[src/hdl/gcs_params.svh]
// gcs_params.svh: register offsets, field positions, reset values for the
// channel pin and sequencer register bank.
// assumes: included by the bank package users; definitions only.
// Operation
// drive bit: 0 open-drain, 1 push-pull
// output level bit sets pin logic level
// input level register reads digital input pins
// run bit in auto mode scans enabled channels
// mode: 00 manual, 01 auto, 10 fly
// manual mode converts the manual channel id
// ids 0-7 valid; top bit set reserved
// host picks manual channel set analog
// scan mask bit includes channel in scan
// reserved bits read back as zero
// listed registers reset to zero
// function bit: 0 analog, 1 general pin
// direction bit: 0 input, 1 output
// output bits act only on general outputs
`ifndef GCS_PARAMS_SVH
`define GCS_PARAMS_SVH

// ==========================================================================
// register indices (byte address is four times the index)
`define GCS_IDX_FUNC 8'h05
`define GCS_IDX_DIR 8'h07
`define GCS_IDX_DRIVE 8'h09
`define GCS_IDX_OUT 8'h0b
`define GCS_IDX_IN 8'h0d
`define GCS_IDX_SEQ 8'h10
`define GCS_IDX_MAN 8'h11
`define GCS_IDX_MASK 8'h12
`define GCS_IDX_STAT 8'h13

// ==========================================================================
// field positions
`define GCS_SEQ_RUN_BIT 4
`define GCS_SCAN_MODE_SELECT_LO 0
`define GCS_SEQ_WMASK 8'h13
`define GCS_MAN_WMASK 8'h0f

// ==========================================================================
// reset values
`define GCS_RST_BYTE 8'h00
`define GCS_RST_CHAN 3'h0

// ==========================================================================
// timing: dwell of each auto-scan step
`define GCS_STEP_NS 1000
`define GCS_CLK_NS 20
`define GCS_STEP_CYC ((`GCS_STEP_NS + `GCS_CLK_NS - 1) / `GCS_CLK_NS)

`endif

[src/hdl/gcs_pkg.sv]
// gcs_pkg.sv: types shared by the channel pin and sequencer register bank.
// assumes: nothing beyond a SystemVerilog compiler.
package gcs_pkg;

    // ======================================================================
    // scan modes
    typedef enum logic [1:0] {
        GCS_MODE_MANUAL = 2'h0,
        GCS_MODE_AUTO = 2'h1,
        GCS_MODE_FLY = 2'h2,
        GCS_MODE_RSVD = 2'h3
    } gcs_mode_t;

    // ======================================================================
    // pin configuration carried to the pin stage
    typedef struct packed {
        logic [7:0] func;
        logic [7:0] dir;
        logic [7:0] drive;
        logic [7:0] level;
    } gcs_pincfg_t;

    // drive of the pins: output value and active-low enable
    typedef struct packed {
        logic [7:0] value;
        logic [7:0] oe_n;
    } gcs_pindrv_t;

endpackage

[src/hdl/gcs_bank.sv]
// gcs_bank.sv: register bank for eight channel pins and the input sequencer,
// reached over classic wishbone with 32-bit data.
// assumes: a single wishbone master; pads synchronous to mclk; a conversion
// engine outside reads the selected channel.
`timescale 1ns/1ps
`include "gcs_params.svh"
module gcs_bank
    import gcs_pkg::*;
#(
    parameter int NCH = 8,
    parameter int STEP_CYC = `GCS_STEP_CYC
) (
    input wire logic mclk, // system clock, 50 MHz
    input wire logic arst_n, // asynchronous reset, active low
    input wire logic wb_cyc_i, // bus cycle
    input wire logic wb_stb_i, // strobe
    input wire logic wb_we_i, // write enable
    input wire logic [7:0] wb_adr_i, // byte address
    input wire logic [3:0] wb_sel_i, // byte lanes
    input wire logic [31:0] wb_dat_i, // write data
    output logic [31:0] wb_dat_o, // read data
    output logic wb_ack_o, // acknowledge
    output logic wb_err_o, // unmapped address answer
    input wire logic [NCH-1:0] pad_in, // pad levels
    output logic [NCH-1:0] pad_out, // pad output value
    output logic [NCH-1:0] pad_oe_n, // pad drive enable, low drives
    output logic [2:0] conv_channel, // channel for next conversion
    output logic conv_valid // conv_channel is meaningful
);

    // refuse channel counts and dwell lengths the logic cannot serve
    if (NCH != 8) begin : g_bad_nch
        $error("gcs_bank serves eight channels only");
    end
    if (STEP_CYC < 1 || STEP_CYC > 65536) begin : g_bad_step
        $error("gcs_bank step count must lie in 1 to 65536");
    end

    // ======================================================================
    // state
    logic [7:0] func_r, func_nxt;
    logic [7:0] dir_r, dir_nxt;
    logic [7:0] drive_r, drive_nxt;
    logic [7:0] out_r, out_nxt;
    logic [7:0] seq_r, seq_nxt;
    logic [7:0] man_r, man_nxt;
    logic [7:0] mask_r, mask_nxt;
    logic ack_r, ack_nxt;
    logic err_r, err_nxt;
    logic [31:0] dat_r, dat_nxt;
    logic [2:0] chan_r, chan_nxt;
    logic valid_r, valid_nxt;
    logic [15:0] dwell_r, dwell_nxt;

    // links to the pin stage
    logic [7:0] in_level;
    gcs_pindrv_t drv;
    gcs_pincfg_t cfg;

    // ======================================================================
    // sequencer state and dwell reload
    typedef enum logic [1:0] {GCS_SQ_IDLE, GCS_SQ_DWELL} gcs_sq_t;
    gcs_sq_t sq_r, sq_nxt;
    localparam logic [15:0] DWELL_LOAD = 16'(STEP_CYC - 1);

    // ======================================================================
    // decoded controls
    gcs_mode_t mode;
    logic run;
    logic req;
    logic wr;
    logic [7:0] idx;
    logic [7:0] wbyte;
    logic hit;
    logic [31:0] stat_word;

    // field views of the control registers and the bus request
    assign mode = gcs_mode_t'(seq_r[`GCS_SCAN_MODE_SELECT_LO +: 2]);
    assign run = seq_r[`GCS_SEQ_RUN_BIT];
    assign req = wb_cyc_i & wb_stb_i & ~ack_r & ~err_r;
    assign wr = req & wb_we_i & wb_sel_i[0];
    assign idx = {2'h0, wb_adr_i[7:2]};
    assign wbyte = wb_dat_i[7:0];

    // status word: valid flag in bit 11, channel in bits 2:0
    assign stat_word = {20'h0, valid_r, 8'h0, chan_r};

    // ======================================================================
    // next ascending enabled channel after chan_r, wrapping
    function automatic logic [3:0] next_chan(input logic [7:0] m,
                                            input logic [2:0] c);
        logic [3:0] r;
        logic [2:0] k;
        r = 4'h8;
        for (int j = 7; j >= 1; j--) begin
            k = c + 3'(j);
            if (m[k]) begin
                r = {1'b0, k};
            end
        end
        if (r[3] && m[c]) begin
            r = {1'b0, c};
        end
        return r;
    endfunction

    // first enabled channel from zero upward
    function automatic logic [3:0] first_chan(input logic [7:0] m);
        logic [3:0] r;
        r = 4'h8;
        for (int j = 7; j >= 0; j--) begin
            if (m[j]) begin
                r = 4'(j);
            end
        end
        return r;
    endfunction

    // ======================================================================
    // bus answer: decode and read mux; answer one cycle after request
    always_comb begin
        ack_nxt = 1'b0;
        err_nxt = 1'b0;
        dat_nxt = dat_r;
        hit = 1'b1;
        case (idx)
            `GCS_IDX_FUNC: dat_nxt = {24'h0, func_r};
            `GCS_IDX_DIR: dat_nxt = {24'h0, dir_r};
            `GCS_IDX_DRIVE: dat_nxt = {24'h0, drive_r};
            `GCS_IDX_OUT: dat_nxt = {24'h0, out_r};
            `GCS_IDX_IN: dat_nxt = {24'h0, in_level};
            `GCS_IDX_SEQ: dat_nxt = {24'h0, seq_r};
            `GCS_IDX_MAN: dat_nxt = {24'h0, man_r};
            `GCS_IDX_MASK: dat_nxt = {24'h0, mask_r};
            `GCS_IDX_STAT: dat_nxt = stat_word;
            default: hit = 1'b0;
        endcase
        if (req) begin
            ack_nxt = hit;
            err_nxt = ~hit;
            if (!hit || wb_we_i) begin
                dat_nxt = 32'h0;
            end
        end
    end

    // ======================================================================
    // register writes; reserved bits are dropped on the way in
    always_comb begin
        func_nxt = func_r;
        dir_nxt = dir_r;
        drive_nxt = drive_r;
        out_nxt = out_r;
        seq_nxt = seq_r;
        man_nxt = man_r;
        mask_nxt = mask_r;
        if (wr && hit) begin
            case (idx)
                `GCS_IDX_FUNC: func_nxt = wbyte;
                `GCS_IDX_DIR: dir_nxt = wbyte;
                `GCS_IDX_DRIVE: drive_nxt = wbyte;
                `GCS_IDX_OUT: out_nxt = wbyte;
                `GCS_IDX_SEQ: seq_nxt = wbyte & `GCS_SEQ_WMASK;
                `GCS_IDX_MAN: man_nxt = wbyte & `GCS_MAN_WMASK;
                `GCS_IDX_MASK: mask_nxt = wbyte;
                default: ;
            endcase
        end
    end

    // ======================================================================
    // sequencer: picks the channel handed to the conversion engine
    always_comb begin
        logic [3:0] pick;
        pick = 4'h8;
        sq_nxt = sq_r;
        chan_nxt = chan_r;
        valid_nxt = 1'b0;
        dwell_nxt = dwell_r;
        case (mode)
            GCS_MODE_MANUAL: begin
                sq_nxt = GCS_SQ_IDLE;
                chan_nxt = man_r[2:0];
                valid_nxt = ~man_r[3];
            end
            GCS_MODE_AUTO: begin
                case (sq_r)
                    GCS_SQ_IDLE: begin
                        pick = first_chan(mask_r);
                        if (run && !pick[3]) begin
                            sq_nxt = GCS_SQ_DWELL;
                            chan_nxt = pick[2:0];
                            valid_nxt = 1'b1;
                            dwell_nxt = DWELL_LOAD;
                        end
                    end
                    GCS_SQ_DWELL: begin
                        valid_nxt = 1'b1;
                        if (!run) begin
                            sq_nxt = GCS_SQ_IDLE;
                            valid_nxt = 1'b0;
                        end else if (dwell_r != 16'h0) begin
                            dwell_nxt = dwell_r - 16'h1;
                        end else begin
                            pick = next_chan(mask_r, chan_r);
                            if (pick[3]) begin
                                sq_nxt = GCS_SQ_IDLE;
                                valid_nxt = 1'b0;
                            end else begin
                                chan_nxt = pick[2:0];
                                dwell_nxt = DWELL_LOAD;
                            end
                        end
                    end
                    default: sq_nxt = GCS_SQ_IDLE;
                endcase
            end
            default: begin
                // on-the-fly selection is made by the serial frame itself
                sq_nxt = GCS_SQ_IDLE;
            end
        endcase
    end

    // ======================================================================
    // configuration registers
    always_ff @(posedge mclk or negedge arst_n) begin
        if (!arst_n) begin
            func_r <= `GCS_RST_BYTE;
            dir_r <= `GCS_RST_BYTE;
            drive_r <= `GCS_RST_BYTE;
            out_r <= `GCS_RST_BYTE;
            seq_r <= `GCS_RST_BYTE;
            man_r <= `GCS_RST_BYTE;
            mask_r <= `GCS_RST_BYTE;
        end else begin
            func_r <= func_nxt;
            dir_r <= dir_nxt;
            drive_r <= drive_nxt;
            out_r <= out_nxt;
            seq_r <= seq_nxt;
            man_r <= man_nxt;
            mask_r <= mask_nxt;
        end
    end

    // ======================================================================
    // bus answer registers
    always_ff @(posedge mclk or negedge arst_n) begin
        if (!arst_n) begin
            ack_r <= 1'b0;
            err_r <= 1'b0;
            dat_r <= 32'h0;
        end else begin
            ack_r <= ack_nxt;
            err_r <= err_nxt;
            dat_r <= dat_nxt;
        end
    end

    // ======================================================================
    // sequencer registers
    always_ff @(posedge mclk or negedge arst_n) begin
        if (!arst_n) begin
            chan_r <= `GCS_RST_CHAN;
            valid_r <= 1'b0;
            dwell_r <= 16'h0;
            sq_r <= GCS_SQ_IDLE;
        end else begin
            chan_r <= chan_nxt;
            valid_r <= valid_nxt;
            dwell_r <= dwell_nxt;
            sq_r <= sq_nxt;
        end
    end

    // ======================================================================
    // pad stage
    assign cfg = '{func: func_r, dir: dir_r, drive: drive_r, level: out_r};

    // pin stage registers the pad drive and the input readback
    gcs_pin_stage #(
        .NCH(NCH)
    ) u_pins (
        .mclk(mclk),
        .arst_n(arst_n),
        .cfg(cfg),
        .pad_in(pad_in),
        .drv(drv),
        .in_level(in_level)
    );

    // pad outputs come from the pin stage flops
    assign pad_out = drv.value; // flop in pin stage
    assign pad_oe_n = drv.oe_n; // flop in pin stage

    // bus outputs straight from their flops
    assign wb_dat_o = dat_r;
    assign wb_ack_o = ack_r;
    assign wb_err_o = err_r;

    // channel handed to the conversion engine
    assign conv_channel = chan_r;
    assign conv_valid = valid_r;

endmodule

[src/hdl/gcs_pin_stage.sv]
// gcs_pin_stage.sv: per-channel pad control from the pin configuration.
// assumes: pad inputs synchronous to mclk; oe_n low means the pad is driven.
`timescale 1ns/1ps
`include "gcs_params.svh"
module gcs_pin_stage
    import gcs_pkg::*;
#(
    parameter int NCH = 8
) (
    input wire logic mclk, // system clock
    input wire logic arst_n, // asynchronous reset, active low
    input wire gcs_pincfg_t cfg, // pin configuration
    input wire logic [NCH-1:0] pad_in, // pad levels
    output gcs_pindrv_t drv, // registered pad drive
    output logic [NCH-1:0] in_level // registered input readback
);

    // only eight pad lanes exist in the drive and readback words
    if (NCH != 8) begin : g_bad_nch
        $error("gcs_pin_stage serves eight channels only");
    end

    gcs_pindrv_t drv_nxt;
    logic [NCH-1:0] in_nxt;

    // per channel: decide drive and capture input
    for (genvar i = 0; i < NCH; i++) begin : g_ch
        logic is_out;
        assign is_out = cfg.func[i] & cfg.dir[i];
        always_comb begin
            // push-pull drives both levels, open-drain only pulls low
            drv_nxt.value[i] = cfg.level[i];
            drv_nxt.oe_n[i] = ~(is_out & (cfg.drive[i] | ~cfg.level[i]));
            in_nxt[i] = (cfg.func[i] & ~cfg.dir[i]) ? pad_in[i] : 1'b0;
        end
    end

    // register the pad controls and readback
    always_ff @(posedge mclk or negedge arst_n) begin
        if (!arst_n) begin
            drv.value <= `GCS_RST_BYTE;
            drv.oe_n <= 8'hff;
            in_level <= `GCS_RST_BYTE;
        end else begin
            drv <= drv_nxt;
            in_level <= in_nxt;
        end
    end

endmodule

[config.mk]
export PLATFORM = sky130hd
export DESIGN_NAME = gcs_bank
export DESIGN_NICKNAME = d
export VERILOG_FILES = /design/src/hdl/gcs_pkg.sv /design/src/hdl/gcs_bank.sv /design/src/hdl/gcs_pin_stage.sv
export VERILOG_INCLUDE_DIRS = /design/src /design/src/hdl
export SDC_FILE = /design/constraint.sdc
export NUM_CORES = 1
export LEC_CHECK = 0
export ABC_AREA = 1
export BUFFER_PORTS_ARGS = -buffer_cell sky130_fd_sc_hd__buf_4
export CAP_MARGIN = 20
export CORE_ASPECT_RATIO = 1.4
export CORE_MARGIN = 4
export CORE_UTILIZATION = 55
export DETAILED_ROUTE_END_ITERATION = 10
export GPL_ROUTABILITY_DRIVEN = 0
export GPL_TIMING_DRIVEN = 0
export PLACE_DENSITY_LB_ADDON = 0.2
export SYNTH_ARGS = -nofsm -noshare
export SYNTH_HDL_FRONTEND = slang
export SYNTH_SLANG_ARGS = --single-unit
[constraint.sdc]
create_clock -name mclk -period 3.6 [get_ports mclk]
set_input_delay 0 -clock mclk [delete_from_list [all_inputs] [get_ports mclk]]
set_output_delay 0 -clock mclk [all_outputs]
set_load 0.02 [all_outputs]
# Word-level counts from Yosys, hierarchy flattened

Cells that the tools add are included.
Widths: inputs -> output; s select.

Register bits after elaboration: 127
Bits in latches: 0
Memory bits (writable): 0
ROM bits: 0
Input bits: 57
Output and inout port bits: 54
Word-level logic and storage cells: 221
Memories kept: 0

Add/sub/neg operators: 8
$mul: 0
Divide/modulo/power cells: 0
Magnitude comparators: 8
Equal/unequal tests: 22
Shifts and indexed selects: 0
Muxes and demuxes: 79
Bitwise gates (word level): 65
Reduce and logical (&&, ||, !) cells: 22

Operators by type and width:

| operator              | count |
|---|---|
| $pmux 32 s9           | 1 |
| $mux 4                | 26 |
| $mux 16               | 4 |
| $mux 32               | 2 |
| $lt 3x4->1 const B    | 8 |
| $pmux 16 s2           | 1 |
| $and 1x1->1           | 29 |
| $not 1->1             | 28 |
| $bmux 1 s3            | 8 |
| $eq 6x5->1 const B    | 4 |
| $mux 1                | 23 |
| $eq 6x4->1 const B    | 3 |
| $ne 3x3->1 const B    | 6 |
| $reduce_bool 16->1    | 1 |
| $sub 16x1->16 const B | 1 |
| $reduce_and 2->1      | 7 |
| $add 3x3->3 const B   | 4 |
| $eq 6x3->1 const B    | 2 |
| $mux 3                | 4 |
| $pmux 3 s2            | 2 |
| $mux 2                | 5 |
| $reduce_or 9->1       | 1 |
| $ne 4x4->1 const B    | 2 |
| $or 1x1->1            | 8 |
| 15 further kinds      | 24 |

# Depth between registers and ports, before layout

Word-level depth: 25
Gate-level depth with buffers: 21
Gate-level depth less buffers: 19

# By module

From an unflattened synthesis, not the netlist that was laid out.

Cell total of the unflattened synthesis: 760
Area total of the unflattened synthesis: 6088.3 µm²

Modules (own cells, without submodules):

| module        | times used | cells an instance | area an instance (µm²) | sequential area each (µm²) |
|---|---|---|---|---|
| gcs_bank      | 1          | 680               | 5267.6                 | 2552.4 |
| gcs_pin_stage | 1          | 80                | 820.8                  | 610.6 |

# Least setup slack after synthesis

Ideal clock, no wire load.

Path kind: reg-to-reg
Start: reg chan_r[1] (netlist: conv_channel[1])
End: reg chan_r[0] (netlist: conv_channel[0])
Library setup time: 123 ps
Arrival: 2494 ps
Data required time: 3477 ps
Setup slack: 983 ps
Stages on the path, launching flop included: 16
Path buffers: 1
Period minus slack after synthesis: 2617 ps
Cell sequence: dfrtp_1 clkbuf_1 clkinv_1 ha_1 inv_1 nand3_1 nand3_1 nand2_1 inv_1 nand2_1 nor2_1 nand3_1 nand4_1 nand2_1 o21ai_0 nand2_1

Word-level cells in the longest chain between the ends: 24
Elaborated cells on any way between the ends: 48
Those cells by class: 7 x add/sub; 2 x eq/ne; 37 x mux; 2 x reduce/logical

Ends and longest elaborated chain:

| what                         | line            | source |
|---|---|---|
| from (decl)                  | gcs_bank.sv:51  | `logic [2:0] chan_r, chan_nxt;` |
| from (signal assigned)       | gcs_bank.sv:265 | `` chan_r <= `GCS_RST_CHAN; `` |
| from (signal assigned)       | gcs_bank.sv:270 | `chan_r <= chan_nxt;` |
| $add 3x3->3                  | gcs_bank.sv:96  | `k = c + 3'(j);` |
| $bmux 1 s3                   | gcs_bank.sv:97  | `if (m[k]) begin` |
| $mux 1 (implied by the code) | gcs_bank.sv:97  |  |
| $mux 4 (7 in series)         | gcs_bank.sv:97  |  |
| $mux 4                       | gcs_bank.sv:202 | `end else if (dwell_r != 16'h0) begin` |
| $mux 4                       | gcs_bank.sv:199 | `if (!run) begin` |
| $mux 4                       | gcs_bank.sv:187 | `case (sq_r)` |
| $mux 4                       | gcs_bank.sv:180 | `case (mode)` |
| [... 2 more ...]             | --              |  |
| $mux 4                       | gcs_bank.sv:199 |  |
| $mux 4                       | gcs_bank.sv:187 |  |
| $mux 4                       | gcs_bank.sv:180 |  |
| $mux 3                       | gcs_bank.sv:206 | `if (pick[3]) begin` |
| $mux 3                       | gcs_bank.sv:202 |  |
| $mux 3                       | gcs_bank.sv:199 |  |
| $pmux 3 s2                   | gcs_bank.sv:187 |  |
| $pmux 3 s2                   | gcs_bank.sv:180 |  |

Parallel ways exist; a longest one is shown, timed or not. The select of a mux whose other input is x is not followed.
A chain may end at the register's enable or synchronous reset.

# Worst setup path in the final report

Same ends and word-level chain as after synthesis.

==> flow_summary.ini <==
[power]
switching_share_pct = 22.6
p_switching_w = 0.000794
powerDensity_nw_per_um2 = 465
leakage_nw = 3.83
p_int_w = 0.00272
peakVddDrop_v = 0.000420
combPwrFrac_pct = 6.0
p_seq_share_pct = 41.3
power.share.clock_pct = 52.7

[status]
violations = hold timing
status = complete, but fails checks

[setup_path]
cp-end-kind = register
rrSetupSlack_ns = 0.39
critPathMaxFanout = 8
worst_ep_required_time_ns = 3.89
crit_arrival_ns = 3.49
crit_path_start_kind = register
crit_type = register to register
crit_chain = clkbuf_1 > clkinv_1 > ha_1 > inv_1 > nand3_1 > nand3_1 > nand2_1 > inv_1 > nand2_1 > nor2_1 > nand3_1 > nand4_1 > nand2_1 > o21ai_0 > nand2_1
cp_top_family = simple AND/OR/NAND/NOR gates
crit_top_cell = nand2_1
cpMaxStageDelayCell = ha_1
critical_path.max_stage_delay_ns = 0.45
cp_num_buf_inv = 4

[global_route]
grt_pass1_wl_um = 27100
grt_pass1_vias = 5705
grt_remaining_overflow = 0
grt_util_all_layers_pct = 28.3
antenna_found_initial = 0
grt_max_degree = 100

[timing]
worstMarginPinSlew_ns = 0.715
fin_crit_ns = 3.21
finalSetupViolCount = 0
hold_viol_final = 1
skew_ns = 0.00955
period_share_pct = 89.0
rsz0062_at_grt = no
holdWs_ns = -0.00801
relSlewSlack_pct = 51.9
drv_slew = 0
fin_setup_tns_ns = 0
fmax_mhz = 312

[cts]
root_buffer = clkbuf_16
h-tree-depth = 4
cts_resized = 0
cts_made_buffers = 17
cts_hold_buf = 16
cts_tree = yes
postCtsSetupRepairBufs = 0
clkLatencyLatePin_ns = 0.42
path_clk_slew_ns = 0.06
clkSinkCount = 126
cts_buffer_depth = 2

[yosys]
synth_compound_gate_area_share_pct = 12.3
synthMuxAreaShare_pct = 0
ys_seq_area_share_pct = 53.2
synth_top_family_by_area = simple AND/OR/NAND/NOR gates
synth_seq_cells = 126
synthesis.nets = 807
synth_xor_xnor_area_share_pct = 0.883
synthCells = 747
yosys.area_share.adder_pct = 0.631
synth_area_um2 = 5950
syn_avg_cell_area_um2 = 7.96
yosys.area_share.simple_pct = 26.4
yosysUniqueCellTypes = 34
yosys_warnings = 0

[worst_hold_path]
hp-class = input port to register

[finish]
diodes = 0
fillerInstances = 794
fin_nets = 924
layout-drive-gt1-share_pct = 14.8
final_area_um2 = 7560
syn_to_final_growth_pct = 27.1

[detailed_routing]
antenna_left = 0
drc_errors = 0
avgRoutedWirePerCell_um = 16.5
wirelength_um = 16800
drtIter0Drc = 431
dr.pass1.iters = 6
via_count = 5734
vias_per_cell = 5.65

[floorplan]
die_area_um2 = 12600
fp-row-count = 44
coreArea_um2 = 10500
ioPinCount = 111
dieWidth_um = 95.9
die_h_um = 131
start_util_pct = 56.9

[place]
dpl-instance-area_um2 = 6760
io_buffers = 81
dp.final_hpwl_um = 11800

[flow_run]
drv_cap = 0
==> routing by layer <==
metal / track usage, % / up-vias / wire length [um]
li1: - / 2680 / -
met2: 50.1 / 248 / 8990
met5: 0 / - / 0
met3: 5.50 / 71 / 881
met4: 14.9 / 0 / 691
met1: 31.8 / 2735 / 6190
==> cells by family after synthesis <==
group                    after synthesis
flip-flops                           126
adder cells (fa/ha/maj)                3
XOR/XNOR                               6
AND/OR/NAND/NOR                      382
AO/OA/AOI/OAI                        127
buffers and inverters                103
==> flip-flops by register name, indices dropped and copies added, names as in the netlist <==
| signal | cells |
|---|---|
| wb_ack_o | 1 |
| conv_channel | 3 |
| seq_r | 3 |
| conv_valid | 1 |
| u_pins.in_level | 8 |
| func_r | 8 |
| u_pins.drv | 16 |
| dir_r | 8 |
| man_r | 4 |
| drive_r | 8 |
| wb_err_o | 1 |
| sq_r | 1 |
| out_r | 8 |
| dwell_r | 16 |
| mask_r | 8 |
| wb_dat_o | 32 |
==> power groups by stage <==
stage	registers [W]	clock network (W)	logic, W
after floorplan	0.00149	0	0.0000662
after global placement	0.00148	0	0.000187
after detailed placement	0.00147	0	0.000197
after CTS	0.00145	0.00185	0.000211
after global routing	0.00145	0.00193	0.000231
final	0.00145	0.00185	0.000211
==> cell usage after synthesis (all sizes together) <==
cell type | n | area [um^2]
nand2 | 212 | 796
dfrtp | 118 | 2950
nor2 | 93 | 354
inv | 85 | 319
o21ai | 70 | 350
nand3 | 57 | 290
a21oi | 21 | 105
clkbuf | 10 | 37.5
dfstp | 8 | 210
nand4 | 8 | 50.1
nor3 | 8 | 40.0
a31oi | 7 | 43.8
a221oi | 6 | 52.6
buf | 6 | 30.0
o211ai | 6 | 45.0
o22ai | 4 | 25.0
o41ai | 4 | 35.0
xor2 | 4 | 35.0
ha | 3 | 37.5
a22o | 2 | 17.5
a41oi | 2 | 17.5
clkinv | 2 | 7.51
nor3b | 2 | 26.3
xnor2 | 2 | 17.5
a21boi | 1 | 7.51
a22oi | 1 | 7.51
and3 | 1 | 6.26
o2111ai | 1 | 8.76
o21a | 1 | 7.51
o311ai | 1 | 8.76
or3 | 1 | 6.26
==> area by class of cell <==
cell class	count	area (um^2)	share of cell area, %
Clock buffer	21	460	6.09
Sequential cell	126	3160	41.8
Timing Repair Buffer	98	800	10.6
Tap cell	138	173	2.28
Buffer	16	67.6	0.894
Inverter	87	327	4.32
Multi-Input combinational cell	518	2390	31.6
Clock inverter	11	179	2.37
==> worst reg2reg max path, delay by kind of cell (launching register included) <==
| family | cells | cell delay, ns |
|---|---|---|
| AO/OA/AOI/OAI | 1 | 0.15 |
| adder cells (fa/ha/maj) | 1 | 0.45 |
| buffers and inverters | 4 | 1.04 |
| flip-flops | 1 | 0.38 |
| AND/OR/NAND/NOR | 9 | 1.06 |
==> per-stage QoR <==
step	worst slack (ns)	hold slack (ns)	util, %	std cells	total power, W
3_3_place_gp	0.624	0.228	64.3	966	0.00166
3_5_place_dp	0.479	-0.113	64.6	967	0.00167
5_1_grt	0.123	0.00718	72.3	1015	0.00361
6_report	0.395	-0.00801	72.3	1015	0.00351
2_1_floorplan	0.983	-0.296	-	747	0.00156
4_1_cts	0.464	0.00135	72.3	1015	0.00352
==> cell usage in the layout, fill, tap and decap left out, types with 3 or more instances in the layout <==
master	n
dlygate4sd3_1	16
inv_6	3
dfstp_2	8
o22ai_1	4
nor2_1	91
o41ai_1	4
buf_4	80
nand4_1	8
xor2_1	4
nand3_1	56
buf_2	6
o21ai_0	70
a21oi_1	21
bufinv_16	4
inv_1	85
clkbuf_1	12
ha_1	3
clkbuf_16	17
dfrtp_1	118
nand2_1	212
a221oi_1	6
nor3_1	8
o211ai_1	6
a31oi_1	7
==> path summary, 6_finish.rpt <==
| kind | start | end | depth (start not counted) |
|---|---|---|---|
| max | conv_channel[1] | conv_channel[0] | 15 |
| min | wb_dat_i[1] | out_r[1] | 3 |
| max reg2reg | conv_channel[1] | conv_channel[0] | 15 |
| min reg2reg | out_r[2] | u_pins.drv[10] | 0 |
| max in group asynchronous | arst_n | u_pins.drv[1] | 3 |
| min in group asynchronous | arst_n | wb_dat_o[20] | 2 |
Power figures use the tool's default switching activity.
